File: src/ecr_pkg.sv
/*
 * Shared constants, field layout and helper functions of the error
 * capture register bank.
 * Assumes a 32-bit AXI4-Lite register bus and a 100 MHz system clock.
 */
`default_nettype none

package ecr_pkg;

    // ************************************************************
    // Bus geometry
    // ************************************************************
    localparam int ECR_ADDR_W = 12;
    localparam int ECR_DATA_W = 32;

    localparam logic [ECR_ADDR_W-1:0] ECR_OFS_CAPTURE = 12'h000;
    localparam logic [ECR_ADDR_W-1:0] ECR_OFS_MASK    = 12'h004;

    localparam logic [1:0] ECR_RESP_OKAY   = 2'h0;
    localparam logic [1:0] ECR_RESP_SLVERR = 2'h2;

    // ************************************************************
    // Field layout of the capture register
    // ************************************************************
    localparam int ECR_NUM_CLASS  = 12;
    localparam int ECR_BIT_COR    = 0;
    localparam int ECR_BIT_UNCOR  = 1;
    localparam int ECR_BIT_HPAR   = 2;
    localparam int ECR_BIT_ABSENT = 3;
    localparam int ECR_BIT_SERR   = 4;
    localparam int ECR_BIT_DPAR   = 5;
    localparam int ECR_BIT_APAR   = 6;
    localparam int ECR_BIT_MABT   = 7;
    localparam int ECR_BIT_TABT   = 8;
    localparam int ECR_BIT_PTE    = 9;
    localparam int ECR_BIT_IOTMO  = 11;
    localparam int ECR_LOST_SHIFT = 16;
    localparam int ECR_BIT_VALID  = 31;

    // Classes that own a flag; bit 10 is reserved.
    localparam logic [ECR_NUM_CLASS-1:0] ECR_PRIMARY_MAP = 12'hBFF;
    // Classes that own a lost bit; system error has none.
    localparam logic [ECR_NUM_CLASS-1:0] ECR_LOST_MAP    = 12'hBEF;

    localparam logic [ECR_NUM_CLASS-1:0] ECR_FLAGS_RESET = 12'h000;
    localparam logic [ECR_NUM_CLASS-1:0] ECR_MASK_RESET  = 12'h000;

    // ************************************************************
    // Timing
    // ************************************************************
    localparam longint ECR_CLK_HZ        = 100_000_000;
    localparam longint ECR_IO_TIMEOUT_S  = 1;
    localparam int     ECR_IO_TMO_CYCLES = int'(ECR_IO_TIMEOUT_S * ECR_CLK_HZ);

    // ************************************************************
    // Sources of an ECC check
    // ************************************************************
    typedef enum logic [1:0] {
        ECR_SRC_HOST_MEM = 2'h0,
        ECR_SRC_DMA      = 2'h1,
        ECR_SRC_SG_FILL  = 2'h2,
        ECR_SRC_HOST_IOW = 2'h3
    } ecr_ecc_src_t;

    function automatic logic [ECR_DATA_W-1:0] ecr_strb_mask(
        input logic [3:0] strb);
        ecr_strb_mask = {{8{strb[3]}}, {8{strb[2]}},
                         {8{strb[1]}}, {8{strb[0]}}};
    endfunction

    function automatic logic ecr_is_mapped(
        input logic [ECR_ADDR_W-1:0] addr);
        logic [ECR_ADDR_W-1:0] word;
        word = {addr[ECR_ADDR_W-1:2], 2'h0};
        ecr_is_mapped = (word == ECR_OFS_CAPTURE) ||
                        (word == ECR_OFS_MASK);
    endfunction

endpackage

`default_nettype wire

File: src/ecr_reg_if.sv
/*
 * Register access carrier between the bus slave and the register bank.
 * Assumes both ends share one clock; writes are single-cycle strobes.
 */
`timescale 1ns/1ns
`default_nettype none

interface ecr_reg_if;
    import ecr_pkg::*;

    logic                  wr_en;
    logic [ECR_ADDR_W-1:0] wr_addr;
    logic [ECR_DATA_W-1:0] wr_data;
    logic [3:0]            wr_strb;
    logic [ECR_ADDR_W-1:0] rd_addr;
    logic [ECR_DATA_W-1:0] rd_data;

    modport slave_end (output wr_en, wr_addr, wr_data, wr_strb, rd_addr,
                       input  rd_data);
    modport bank_end  (input  wr_en, wr_addr, wr_data, wr_strb, rd_addr,
                       output rd_data);
endinterface

`default_nettype wire

File: src/ecr_top.sv
/*
 * Error capture register bank: sticky error flags, lock on first error,
 * lost-error bits while locked, error mask and I/O timeout watchdog.
 * Assumes the error detectors are synchronous to aclk, one event per
 * cycle in which an input is high, and that software reaches the bank
 * over AXI4-Lite.
 */
`timescale 1ns/1ns
`default_nettype none

module ecr_top
    import ecr_pkg::*;
#(
    parameter int IO_TMO_CYCLES = ECR_IO_TMO_CYCLES
)(
    input  wire logic                  aclk,
    input  wire logic                  aresetn,
    input  wire logic [ECR_ADDR_W-1:0] s_axi_awaddr,
    input  wire logic                  s_axi_awvalid,
    output logic                       s_axi_awready,
    input  wire logic [ECR_DATA_W-1:0] s_axi_wdata,
    input  wire logic [3:0]            s_axi_wstrb,
    input  wire logic                  s_axi_wvalid,
    output logic                       s_axi_wready,
    output logic [1:0]                 s_axi_bresp,
    output logic                       s_axi_bvalid,
    input  wire logic                  s_axi_bready,
    input  wire logic [ECR_ADDR_W-1:0] s_axi_araddr,
    input  wire logic                  s_axi_arvalid,
    output logic                       s_axi_arready,
    output logic [ECR_DATA_W-1:0]      s_axi_rdata,
    output logic [1:0]                 s_axi_rresp,
    output logic                       s_axi_rvalid,
    input  wire logic                  s_axi_rready,
    input  wire logic                  ecc_single_err,
    input  wire logic                  ecc_multi_err,
    input  wire logic [1:0]            ecc_source,
    input  wire logic                  host_parity_err,
    input  wire logic                  absent_memory_err,
    input  wire logic                  bus_system_err,
    input  wire logic                  bus_data_parity_err,
    input  wire logic                  bus_address_parity_err,
    input  wire logic                  initiator_master_abort,
    input  wire logic                  initiator_target_abort,
    input  wire logic                  page_entry_invalid,
    input  wire logic                  io_busy,
    output logic                       error_valid
);

    // ************************************************************
    // State
    // ************************************************************
    typedef struct packed {
        logic [ECR_NUM_CLASS-1:0] flags;
        logic [ECR_NUM_CLASS-1:0] lost;
        logic                     valid;
        logic [ECR_NUM_CLASS-1:0] mask;
        logic [31:0]              tmo_count;
        logic                     tmo_fired;
        logic                     error_valid_out;
    } ecr_bank_state_t;

    ecr_bank_state_t          state;
    ecr_bank_state_t          next_state;
    ecr_ecc_src_t             ecc_src;
    logic                     ecc_checked;
    logic                     io_timeout_evt;
    logic [ECR_NUM_CLASS-1:0] raw_evt;
    logic [ECR_NUM_CLASS-1:0] evt;
    logic [ECR_DATA_W-1:0]    wr_bits;
    logic [ECR_DATA_W-1:0]    wr_lanes;
    logic                     wr_capture;
    logic                     wr_mask;
    logic [ECR_ADDR_W-1:0]    rd_word;
    logic [ECR_ADDR_W-1:0]    wr_word;

    ecr_reg_if regs ();

    // ************************************************************
    // Bus front end
    // ************************************************************
    ecr_axil_slave u_slave (
        .aclk          (aclk),
        .aresetn       (aresetn),
        .s_axi_awaddr  (s_axi_awaddr),
        .s_axi_awvalid (s_axi_awvalid),
        .s_axi_awready (s_axi_awready),
        .s_axi_wdata   (s_axi_wdata),
        .s_axi_wstrb   (s_axi_wstrb),
        .s_axi_wvalid  (s_axi_wvalid),
        .s_axi_wready  (s_axi_wready),
        .s_axi_bresp   (s_axi_bresp),
        .s_axi_bvalid  (s_axi_bvalid),
        .s_axi_bready  (s_axi_bready),
        .s_axi_araddr  (s_axi_araddr),
        .s_axi_arvalid (s_axi_arvalid),
        .s_axi_arready (s_axi_arready),
        .s_axi_rdata   (s_axi_rdata),
        .s_axi_rresp   (s_axi_rresp),
        .s_axi_rvalid  (s_axi_rvalid),
        .s_axi_rready  (s_axi_rready),
        .regs          (regs.slave_end)
    );

    assign error_valid = state.error_valid_out;

    // ************************************************************
    // Event qualification
    // ************************************************************
    assign ecc_src = ecr_ecc_src_t'(ecc_source);
    // Host reads are checked by the processor itself, so that source
    // alone can never log an ECC error; host I/O writes are still checked.
    assign ecc_checked = (ecc_src != ECR_SRC_HOST_MEM);

    // The watchdog fires once per stuck transaction, not every cycle.
    assign io_timeout_evt = io_busy && !state.tmo_fired &&
                            (state.tmo_count ==
                             32'(IO_TMO_CYCLES - 1));

    always_comb begin
        raw_evt                 = '0;
        raw_evt[ECR_BIT_COR]    = ecc_single_err && ecc_checked;
        raw_evt[ECR_BIT_UNCOR]  = ecc_multi_err && ecc_checked;
        raw_evt[ECR_BIT_HPAR]   = host_parity_err;
        raw_evt[ECR_BIT_ABSENT] = absent_memory_err;
        raw_evt[ECR_BIT_SERR]   = bus_system_err;
        raw_evt[ECR_BIT_DPAR]   = bus_data_parity_err;
        raw_evt[ECR_BIT_APAR]   = bus_address_parity_err;
        raw_evt[ECR_BIT_MABT]   = initiator_master_abort;
        raw_evt[ECR_BIT_TABT]   = initiator_target_abort;
        raw_evt[ECR_BIT_PTE]    = page_entry_invalid;
        raw_evt[ECR_BIT_IOTMO]  = io_timeout_evt;
    end

    assign evt = raw_evt & state.mask & ECR_PRIMARY_MAP;

    // ************************************************************
    // Register decode
    // ************************************************************
    assign wr_word    = {regs.wr_addr[ECR_ADDR_W-1:2], 2'h0};
    assign rd_word    = {regs.rd_addr[ECR_ADDR_W-1:2], 2'h0};
    assign wr_lanes   = ecr_strb_mask(regs.wr_strb);
    assign wr_bits    = regs.wr_data & wr_lanes;
    assign wr_capture = regs.wr_en && (wr_word == ECR_OFS_CAPTURE);
    assign wr_mask    = regs.wr_en && (wr_word == ECR_OFS_MASK);

    always_comb begin
        regs.rd_data = '0;
        if (rd_word == ECR_OFS_CAPTURE) begin
            regs.rd_data = ECR_DATA_W'(state.flags & ECR_PRIMARY_MAP) |
                           (ECR_DATA_W'(state.lost & ECR_LOST_MAP)
                            << ECR_LOST_SHIFT);
            regs.rd_data[ECR_BIT_VALID] = state.valid;
        end else if (rd_word == ECR_OFS_MASK) begin
            regs.rd_data = ECR_DATA_W'(state.mask);
        end
    end

    // ************************************************************
    // Capture, lock and release
    // ************************************************************
    always_comb begin
        logic [ECR_NUM_CLASS-1:0] clr;
        logic [ECR_NUM_CLASS-1:0] kept;
        clr  = '0;
        kept = '0;
        next_state = state;

        if (wr_mask) begin
            // Byte lanes left out by the strobes keep their old enables.
            next_state.mask = ((state.mask &
                                ~wr_lanes[ECR_NUM_CLASS-1:0]) |
                               wr_bits[ECR_NUM_CLASS-1:0]) &
                              ECR_PRIMARY_MAP;
        end

        // Lost and valid bits are read-only; only flags take a one.
        if (wr_capture) begin
            clr = wr_bits[ECR_NUM_CLASS-1:0] & ECR_PRIMARY_MAP;
        end
        kept = state.flags & ~clr;

        if (state.valid && (kept != '0)) begin
            // Still locked: the capture stays put, new events other than
            // system error are only noted as lost.
            next_state.flags = kept;
            next_state.lost  = state.lost |
                               (evt & ECR_LOST_MAP);
        end else begin
            // Unlocked, or the last flag is cleared this cycle. An event
            // in the clearing cycle is captured afresh, so none is lost.
            next_state.flags = evt;
            next_state.lost  = '0;
            next_state.valid = (evt != '0);
        end

        // Watchdog restarts with every new transaction.
        if (!io_busy) begin
            next_state.tmo_count = '0;
            next_state.tmo_fired = 1'b0;
        end else if (io_timeout_evt) begin
            next_state.tmo_fired = 1'b1;
        end else if (!state.tmo_fired) begin
            next_state.tmo_count = state.tmo_count + 32'h1;
        end

        next_state.error_valid_out = next_state.valid;
    end

    always_ff @(posedge aclk) begin
        if (!aresetn) begin
            state       <= '0;
            state.flags <= ECR_FLAGS_RESET;
            state.mask  <= ECR_MASK_RESET;
        end else begin
            state <= next_state;
        end
    end

endmodule // ecr_top

`default_nettype wire

File: src/ecr_axil_slave.sv
/*
 * AXI4-Lite slave front end of the error capture register bank.
 * Assumes a single clock; one write and one read outstanding at a time.
 */
`timescale 1ns/1ns
`default_nettype none

module ecr_axil_slave
    import ecr_pkg::*;
(
    input  wire logic                  aclk,
    input  wire logic                  aresetn,
    input  wire logic [ECR_ADDR_W-1:0] s_axi_awaddr,
    input  wire logic                  s_axi_awvalid,
    output logic                       s_axi_awready,
    input  wire logic [ECR_DATA_W-1:0] s_axi_wdata,
    input  wire logic [3:0]            s_axi_wstrb,
    input  wire logic                  s_axi_wvalid,
    output logic                       s_axi_wready,
    output logic [1:0]                 s_axi_bresp,
    output logic                       s_axi_bvalid,
    input  wire logic                  s_axi_bready,
    input  wire logic [ECR_ADDR_W-1:0] s_axi_araddr,
    input  wire logic                  s_axi_arvalid,
    output logic                       s_axi_arready,
    output logic [ECR_DATA_W-1:0]      s_axi_rdata,
    output logic [1:0]                 s_axi_rresp,
    output logic                       s_axi_rvalid,
    input  wire logic                  s_axi_rready,
    ecr_reg_if.slave_end               regs
);

    // ************************************************************
    // State
    // ************************************************************
    typedef struct packed {
        logic                  aw_held;
        logic [ECR_ADDR_W-1:0] aw_addr;
        logic                  w_held;
        logic [ECR_DATA_W-1:0] w_data;
        logic [3:0]            w_strb;
        logic                  bvalid;
        logic [1:0]            bresp;
        logic                  rvalid;
        logic [1:0]            rresp;
        logic [ECR_DATA_W-1:0] rdata;
    } ecr_slv_state_t;

    ecr_slv_state_t state;
    ecr_slv_state_t next_state;
    logic           do_write;

    // Address and data are held separately so either may arrive first.
    assign s_axi_awready = !state.aw_held;
    assign s_axi_wready  = !state.w_held;
    assign s_axi_arready = !state.rvalid;
    assign s_axi_bvalid  = state.bvalid;
    assign s_axi_bresp   = state.bresp;
    assign s_axi_rvalid  = state.rvalid;
    assign s_axi_rresp   = state.rresp;
    assign s_axi_rdata   = state.rdata;

    assign do_write      = state.aw_held && state.w_held && !state.bvalid;
    assign regs.wr_en    = do_write;
    assign regs.wr_addr  = state.aw_addr;
    assign regs.wr_data  = state.w_data;
    assign regs.wr_strb  = state.w_strb;
    assign regs.rd_addr  = s_axi_araddr;

    // ************************************************************
    // Next state
    // ************************************************************
    always_comb begin
        next_state = state;
        if (s_axi_awvalid && !state.aw_held) begin
            next_state.aw_held = 1'b1;
            next_state.aw_addr = s_axi_awaddr;
        end
        if (s_axi_wvalid && !state.w_held) begin
            next_state.w_held = 1'b1;
            next_state.w_data = s_axi_wdata;
            next_state.w_strb = s_axi_wstrb;
        end
        if (do_write) begin
            next_state.aw_held = 1'b0;
            next_state.w_held  = 1'b0;
            next_state.bvalid  = 1'b1;
            next_state.bresp   = ecr_is_mapped(state.aw_addr) ?
                                 ECR_RESP_OKAY : ECR_RESP_SLVERR;
        end
        if (state.bvalid && s_axi_bready) begin
            next_state.bvalid = 1'b0;
        end
        if (state.rvalid && s_axi_rready) begin
            next_state.rvalid = 1'b0;
        end
        if (s_axi_arvalid && !state.rvalid) begin
            next_state.rvalid = 1'b1;
            next_state.rdata  = regs.rd_data;
            next_state.rresp  = ecr_is_mapped(s_axi_araddr) ?
                                ECR_RESP_OKAY : ECR_RESP_SLVERR;
        end
    end

    always_ff @(posedge aclk) begin
        if (!aresetn) begin
            state <= '0;
        end else begin
            state <= next_state;
        end
    end

endmodule // ecr_axil_slave

`default_nettype wire

File: config.mk
export PLATFORM = sky130hd
export DESIGN_NAME = ecr_top
export DESIGN_NICKNAME = d
export VERILOG_FILES = /design/src/ecr_pkg.sv /design/src/ecr_reg_if.sv /design/src/ecr_top.sv /design/src/ecr_axil_slave.sv
export SDC_FILE = /design/constraint.sdc
export NUM_CORES = 1
export LEC_CHECK = 0
export ABC_CLOCK_PERIOD_IN_PS = 3550
export BUFFER_PORTS_ARGS = -buffer_cell sky130_fd_sc_hd__buf_2
export CAP_MARGIN = 20
export CORE_MARGIN = 8
export CORE_UTILIZATION = 50
export CTS_CLUSTER_SIZE = 10
export DETAILED_ROUTE_END_ITERATION = 6
export PLACE_DENSITY = 0.81
export SETUP_SLACK_MARGIN = 0.4
export SLEW_MARGIN = 20
export SYNTH_ARGS = -nofsm -noshare
export SYNTH_HDL_FRONTEND = slang
export SYNTH_SLANG_ARGS = --single-unit
File: constraint.sdc
create_clock -name aclk -period 3.55 [get_ports aclk]
set_clock_uncertainty 0.05 [all_clocks]
set_input_delay 0.355 -clock aclk [delete_from_list [all_inputs] [get_ports aclk]]
set_output_delay 0.355 -clock aclk [all_outputs]
set_load 0.005 [all_outputs]
## After elaboration in Yosys (flattened, before gate mapping)

Index checks and enable logic that the tools add are counted.

| word-level totals | value |
|---|---|
| output and inout port bits | 42 |
| word-level logic and storage cells | 76 |
| input port bits | 80 |
| register bits | 135 |

| cells by class | value |
|---|---|
| bitwise gates (word level) | 12 |
| $add $sub $neg | 1 |
| reduce and logical (&&, ||, !) cells | 34 |
| equality and inequality tests | 3 |
| muxes and demuxes | 9 |

Operators by type and width:

| operator | count |
|---|---|
| $and 12x12->12 | 4 |
| $mux 35 | 1 |
| $add 32x1->32 const B | 1 |
| $eq 32x27->1 const B | 1 |
| $mux 32 | 1 |
| $or 12x28->28 | 1 |
| $logic_not 12->1 | 2 |
| $mux 12 | 2 |
| $mux 24 | 1 |
| $not 12->12 | 2 |
| $or 12x12->12 | 2 |
| $reduce_bool 12->1 | 2 |
| $eq 10x1->1 const B | 2 |
| $logic_not 10->1 | 2 |
| $logic_and 1x1->1 | 14 |
| $reduce_and 2->1 | 3 |
| $logic_not 1->1 | 5 |
| $mux 2 | 2 |
| $reduce_bool 2->1 | 2 |
| $reduce_or 2->1 | 2 |
| $not 1->1 | 3 |
| $logic_or 1x1->1 | 2 |
| $mux 1 | 2 |

## Longest topological paths before layout

Gate-level depths: netlist of the first run.

| depth | value |
|---|---|
| depth in word-level cells | 9 |
| mapped depth | 8 |
| depth with buffers taken out | 7 |

## Cells and area by module

From an unflattened synthesis of the first run, not the netlist that was laid out.

| second synthesis, totals | value |
|---|---|
| cell total of the unflattened synthesis | 904 |
| area, all modules | 7,507.2 sq um |

By module, submodules not included:

| module | seq. area each (sq um) | cells an instance | area each (sq um) | instances |
|---|---|---|---|---|
| ecr_axil_slave | 1,721.7 | 480 | 3,976.3 | 1 |
| ecr_top | 1,321.3 | 424 | 3,530.9 | 1 |

## Worst setup path before layout of the first run

Ideal clock, no wire load.

| timing | value |
|---|---|
| path kind | in2reg |
| start | input port s_axi_araddr[6] |
| end | register u_slave.state (netlist bit u_slave.s_axi_rdata[16]) |
| stages | 7 |
| data arrival time | 1,957 ps |
| path slack | 1,478 ps |
| setup time | 65 ps |
| buffers on the path | 1 |
| required time | 3,435 ps |
| path through | or4_1 > or4_1 > nor4_4 > and2b_1 > buf_4 > a22oi_1 > nor2b_1 |

| between the ends | value |
|---|---|
| longest elaborated chain between the ends | 2 |

Ends and longest elaborated chain:

| element | line | RTL |
|---|---|---|
| from (decl) | ecr_top.sv:28 | `input wire logic [ECR_ADDR_W-1:0] s_axi_araddr,` |
| $logic_not 12->1 | ecr_top.sv:149 | `if (rd_word == ECR_OFS_CAPTURE) begin` |
| $mux 32 | ecr_top.sv:149 |  |
| to (signal assigned) | ecr_axil_slave.sv:109 | `state <= next_state;` |
| to (decl) | ecr_axil_slave.sv:49 | `ecr_slv_state_t state;` |

No other way between the ends.
A chain may end at the register's enable or synchronous reset.

## Final worst setup path of the first run

| timing | value |
|---|---|
| start | register u_slave.state (netlist bit u_slave.regs.wr_addr[11]) |
| end | register state[55] (netlist name) |

| between the ends | value |
|---|---|
| longest elaborated chain between the ends | 8 |

Ends and longest elaborated chain:

| element | line | RTL |
|---|---|---|
| $logic_not 12->1 | ecr_top.sv:144 | `assign wr_capture = regs.wr_en && (wr_word == ECR_OFS_CAPTURE);` |
| $logic_and 1x1->1 | ecr_top.sv:144 |  |
| $mux 12 | ecr_top.sv:178 | `if (wr_capture) begin` |
| $not 12->12 | ecr_top.sv:181 | `kept = state.flags & ~clr;` |
| $and 12x12->12 | ecr_top.sv:181 |  |
| $reduce_bool 12->1 | ecr_top.sv:183 | `if (state.valid && (kept != '0)) begin` |
| $logic_and 1x1->1 | ecr_top.sv:183 |  |
| $reduce_and 2->1 (no line) | - |  |
| to (signal assigned) | ecr_top.sv:216 | `state <= next_state;` |
| to (decl) | ecr_top.sv:63 | `ecr_bank_state_t state;` |

No other way between the ends.

==> results.cfg, run 1 <==
[layout]
area_growth_pct = 16.6
drive_gt1_share_pct = 18.9
diodes = 0
layout.nets = 762

[floorplan]
io_pins = 122
num_rows = 37
die_area_sq_um = 14300
core_area_sq_um = 10400
fp.dieW_um = 120
fp.dieH_um = 120
start_util_pct = 51.7

[synth]
synth_edf_count = 0
synth.area.top_cells = dfxtp_1, nand2_1, buf_4
netlist_instances = 628
synth_largest_area_cell = dfxtp_1
yosysUniqueCellTypes = 42
yosysSeqAreaShare_pct = 43.7
synthArstFlopShare_pct = 0
synth_top_area_share_pct = 43.7
ys_warn_count = 0
netlist_area_sq_um = 5360
syn_area_per_cell_sq_um = 8.53
synth-seq-cells = 117
synthFlopType = dfxtp_1

[timing]
whs_ps = 31.0
fin_tns_setup_ps = 0
timing.final.crit_share_pct = 77.8
max_freq_ghz = 0.362
drv_slew = 0
period_minus_slack_ps = 2760
hold_viol = 0
tightestPinTransition_ps = 1010
maxSlewHeadroom_pct = 32.7
setup_viol = 0
grt_setup_unrepaired = no

[setup_path]
path_cells = nor4_1 > nand4_1 > o21ai_0 > and4_1 > buf_4 > and4_1 > nor3_1
critPathMostFrequentCell = and4_1
crit_buf_inv = 1
arrival_ps = 3100
slowest_delay_ps = 500
slowest_stage = nor4_1
start_kind = flip-flop
crit_type = flip-flop to flip-flop
end_kind = flip-flop
crit_required_ps = 3890
crit_family = simple AND/OR/NAND/NOR gates
cp_max_fo = 13

[routing]
num_vias = 4469
drc = 0
wl_mm = 12.7
first_pass_iters = 5
antenna_left = 0
avgRoutedWirePerCell_um = 15.3
drt_iter0_markers = 285
via_per_inst = 5.40

[cts]
clockBufferDepth = 2
cts_max_level = 4
hold_buffers = 0
post_cts_resized = 0
clk_pin_slew_ps = 50
cts.sinks = 117
cts_tree = done
cts_setup_buffers = 0
root_buffer = clkbuf_8
clk_latency_ps = 520
cts_buffers = 17

[power]
p_sw_mw = 0.662
p_leak_nw = 2.51
p_seq_share_pct = 41.8
p_clk_share_pct = 54.1
p_sw_share_pct = 20.4
p_per_area_nw_per_um2 = 518
pwr-share-comb_pct = 4.1
vdd_drop_max_v = 0.000278
internal_power_mw = 2.58

[global_routing]
antenna_found_initial = 0
groute.usage.overall_pct = 18.1
grt_pass1_vias = 4474
grt_max_degree = 55
grt_overflow = 0
grt_pass1_wl_mm = 21.2

[run_status]
status = complete, no violations

[place]
gp_congestion = 0.913
port-buffer-count = 82
dp_hpwl_mm = 9.26

[hold_path]
hp-class = input port to flip-flop

[job]
maxCapViolCount = 0
## routing by layer
layer	routed length, um	up-vias	GRT usage, %
li1	-	2207	-
met1	5630	2100	21.3
met2	6200	138	30.1
met3	631	24	4.83
met4	217	0	8.43
met5	0	-	0
## area by class of cell
type | count | area (sq um)
multi-input combinational | 441 | 2610
timing repair buffer | 88 | 455
tap | 136 | 170
fill | 871 | 4120
inverter | 16 | 60.1
clock inverter | 9 | 151
clock buffer | 21 | 459
sequential | 117 | 2340
## metrics by stage
| stage | setup slack (ps) | power [mW] | std cells | area [sq um] | utilization (%) |
|---|---|---|---|---|---|
| CTS | 806 | 3.25 | 828 | 6250 | 60.2 |
| finish | 787 | 3.24 | 828 | 6250 | 60.2 |
| global placement | 900 | 1.51 | 798 | 5640 | 54.4 |
| detailed placement | 820 | 1.51 | 798 | 5640 | 54.4 |
| global route | 518 | 3.35 | 828 | 6250 | 60.2 |
| floorplan | 1480 | 1.46 | 639 | 5400 | - |
## kinds of logic (layout without fill, tap and decap cells)
group | count (synthesis) | after routing | synth area share (%)
buffers and inverters | 81 | 134 | 8.36
DFF | 117 | 117 | 43.7
muxes | 26 | 26 | 5.11
AOI/OAI and AO/OA | 92 | 92 | 11.0
adders and majority gates | 1 | 1 | 0.233
and+or+nand+nor | 280 | 280 | 26.6
other | 1 | 12 | 0.0700
xor gates and xnor gates | 30 | 30 | 4.90
## power by group through the flow
stage / logic (mW) / registers, mW / clock network [mW]
2_1_floorplan: 0.0888 / 1.38 / 0
3_5_place_dp: 0.134 / 1.38 / 0
6_report: 0.134 / 1.35 / 1.75
5_1_grt: 0.152 / 1.36 / 1.84
3_3_place_gp: 0.129 / 1.38 / 0
4_1_cts: 0.134 / 1.35 / 1.77
## worst paths after layout
kind	cells after the start	from	endpoint	slack [ps]
worst max-delay path	7	u_slave.regs.wr_addr[11]	state[55]	790
worst min-delay path	2	s_axi_arvalid	u_slave.s_axi_rvalid	30
worst max register to register	7	u_slave.regs.wr_addr[11]	state[55]	790
worst min register to register	2	u_slave.regs.wr_addr[3]	u_slave.regs.wr_addr[3]	410
## synth_stat cells (15+ instances only)
| library cell | instances |
|---|---|
| a21boi_0 | 23 |
| a22oi_1 | 22 |
| buf_4 | 37 |
| clkbuf_1 | 23 |
| dfxtp_1 | 117 |
| inv_1 | 16 |
| mux2i_1 | 15 |
| nand2_1 | 81 |
| nand3_1 | 20 |
| nor2_1 | 58 |
| nor2b_1 | 36 |
| nor3_1 | 19 |
| o21ai_0 | 31 |
| xnor2_1 | 15 |
| xor2_1 | 15 |
## state kept, by name, indices dropped and copies added, names as in the netlist, 2 cells and up, named ones only
name / flops
state: 54
u_slave.regs.wr_addr: 10
u_slave.regs.wr_data: 11
u_slave.regs.wr_strb: 2
u_slave.s_axi_rdata: 22
u_slave.state: 2
## cells in the final DEF, fill, tap and decap left out, types with 7 or more instances in the layout
| cell type | netlist | layout |
|---|---|---|
| a22oi_1 | 22 | 22 |
| o21ai_0 | 31 | 31 |
| buf_2 | 4 | 82 |
| inv_1 | 16 | 16 |
| a21boi_0 | 23 | 23 |
| nor2_1 | 58 | 58 |
| nand2_1 | 81 | 81 |
| nor3_1 | 19 | 19 |
| nand4_1 | 14 | 14 |
| mux2i_1 | 15 | 15 |
| nand3_1 | 20 | 20 |
| clkbuf_16 | 0 | 16 |
| mux2_2 | 11 | 11 |
| conb_1 | 1 | 12 |
| dfxtp_1 | 117 | 117 |
| nor2b_1 | 36 | 36 |
| a21oi_1 | 11 | 11 |
| and3_1 | 12 | 12 |
| xnor2_1 | 15 | 15 |
| nor4b_1 | 7 | 7 |
| xor2_1 | 15 | 15 |
(Power assumes the default switching activity.)
==> run 2: changes to the inputs <==
--- a/config.mk
+++ b/config.mk
@@ -5,7 +5,7 @@
 export SDC_FILE = /design/constraint.sdc
 export NUM_CORES = 1
 export LEC_CHECK = 0
-export ABC_CLOCK_PERIOD_IN_PS = 3550
+export ABC_CLOCK_PERIOD_IN_PS = 2600
 export BUFFER_PORTS_ARGS = -buffer_cell sky130_fd_sc_hd__buf_2
 export CAP_MARGIN = 20
 export CORE_MARGIN = 8
==> constraint.sdc (replaced) <==
create_clock -name aclk -period 2.6 [get_ports aclk]
set_clock_uncertainty 0.05 [all_clocks]
set_input_delay 0.26 -clock aclk [delete_from_list [all_inputs] [get_ports aclk]]
set_output_delay 0.26 -clock aclk [all_outputs]
set_load 0.005 [all_outputs]
==> results.cfg, run 2 (same netlist as run 1, synthesis figures left out) <==
[global_routing]
groute.usage.overall_pct = 18.2
grt_pass1_wl_mm = 21.6
grt_pass1_vias = 4578
met3_usage_pct = 3.89
grt_max_degree = 59
grt_overflow = 0
antenna_found_initial = 0
met2_usage_pct = 31.1
busiest_layer = met2
grt_util_met1_pct = 21.6

[routing]
drc = 0
drt_iter0_markers = 250
num_vias = 4619
avgRoutedWirePerCell_um = 15.3
antenna_left = 0
first_pass_iters = 5
wl_mm = 13.2
via_per_inst = 5.36

[timing]
setup_ws_ps = 487
fin_tns_setup_ps = 0
hold_viol = 0
period_minus_slack_ps = 2110
maxSlewHeadroom_pct = 41.7
setup_viol = 0
drv_slew = 0
whs_ps = 22.7
tightestPinTransition_ps = 873
timing.final.crit_share_pct = 81.3
max_freq_ghz = 0.473
grt_setup_unrepaired = yes

[cts]
cts_tree = done
cts_max_level = 4
cts_buffers = 17
clk_latency_ps = 510
clockBufferDepth = 2
root_buffer = clkbuf_8
cts.sinks = 117
clk_pin_slew_ps = 60

[place]
place_area_sq_um = 5660
port-buffer-count = 82
dp_cells = 801
gp_congestion = 0.903
dp_hpwl_mm = 9.09
pre_cts_ws_ps = 131

[floorplan]
io_pins = 122
die_area_sq_um = 14300
core_area_sq_um = 10400
num_rows = 37
start_util_pct = 51.7
fp.dieW_um = 120
fp.dieH_um = 120

[setup_path]
crit_required_ps = 2960
end_kind = flip-flop
reg2reg_slack_ps = 490
crit_type = flip-flop to flip-flop
cp_max_fo = 4
start_kind = flip-flop
arrival_ps = 2470

[layout]
layout.nets = 795
layout_common_cells = dfxtp_1, buf_2, nand2_1
diodes = 0
postLayoutCoreUtil_pct = 63.9
final_cells = 861
area_growth_pct = 23.6
regMostFlops = state
final_common_cell = dfxtp_1
drive_gt1_share_pct = 20.4
largest_reg_flops = 54
final_area_sq_um = 6620

[power]
p_per_area_nw_per_um2 = 672
total_power_mw = 4.45
p_leak_nw = 2.66
vdd_drop_max_v = 0.000451

[run_status]
status = complete, no violations

[hold_path]
hp-class = input port to flip-flop

[job]
maxCapViolCount = 0
## run 2: area by class of cell
| type | instances | area, sq um |
|---|---|---|
| clock buffer | 20 | 445 |
| clock inverter | 10 | 155 |
| fill | 843 | 3750 |
| inverter | 16 | 60.1 |
| multi-input combinational | 441 | 2660 |
| sequential | 117 | 2340 |
| tap | 136 | 170 |
| timing repair buffer | 121 | 787 |
## run 2: worst paths after layout
check | from | end | cells past startpoint
setup / recovery | state[2] | error_valid | 7
hold / removal | bus_data_parity_err | state[52] | 3
setup reg to reg | state[2] | error_valid | 7
hold reg to reg | u_slave.regs.wr_addr[4] | u_slave.regs.wr_addr[4] | 2
## run 2: timing repair
item	4_1_cts	5_1_grt
setup buffers	1	2
setup endpoints to repair	22	43
resized for setup	4	26
hold buffers	27	0
pin swaps	0	3
hold endpoints to repair	26	0
## run 2: routing by layer
layer	up-vias	wire length, um
met3	23	788
met4	0	227
li1	2274	-
met5	-	0
met2	146	6490
met1	2176	5650
## run 2: where the power goes
group          switching [mW]  internal, mW
registers              0.0238          1.82
clock network           0.789          1.59
logic                   0.116         0.108
## run 2: critical path: stages (launching register included)
cell	delay, ps
dfxtp_1	340
ha_1	240
and3_1	200
nand2_1	170
nor4_4	80
and2_1	210
or4_1	530
o21a_1	190
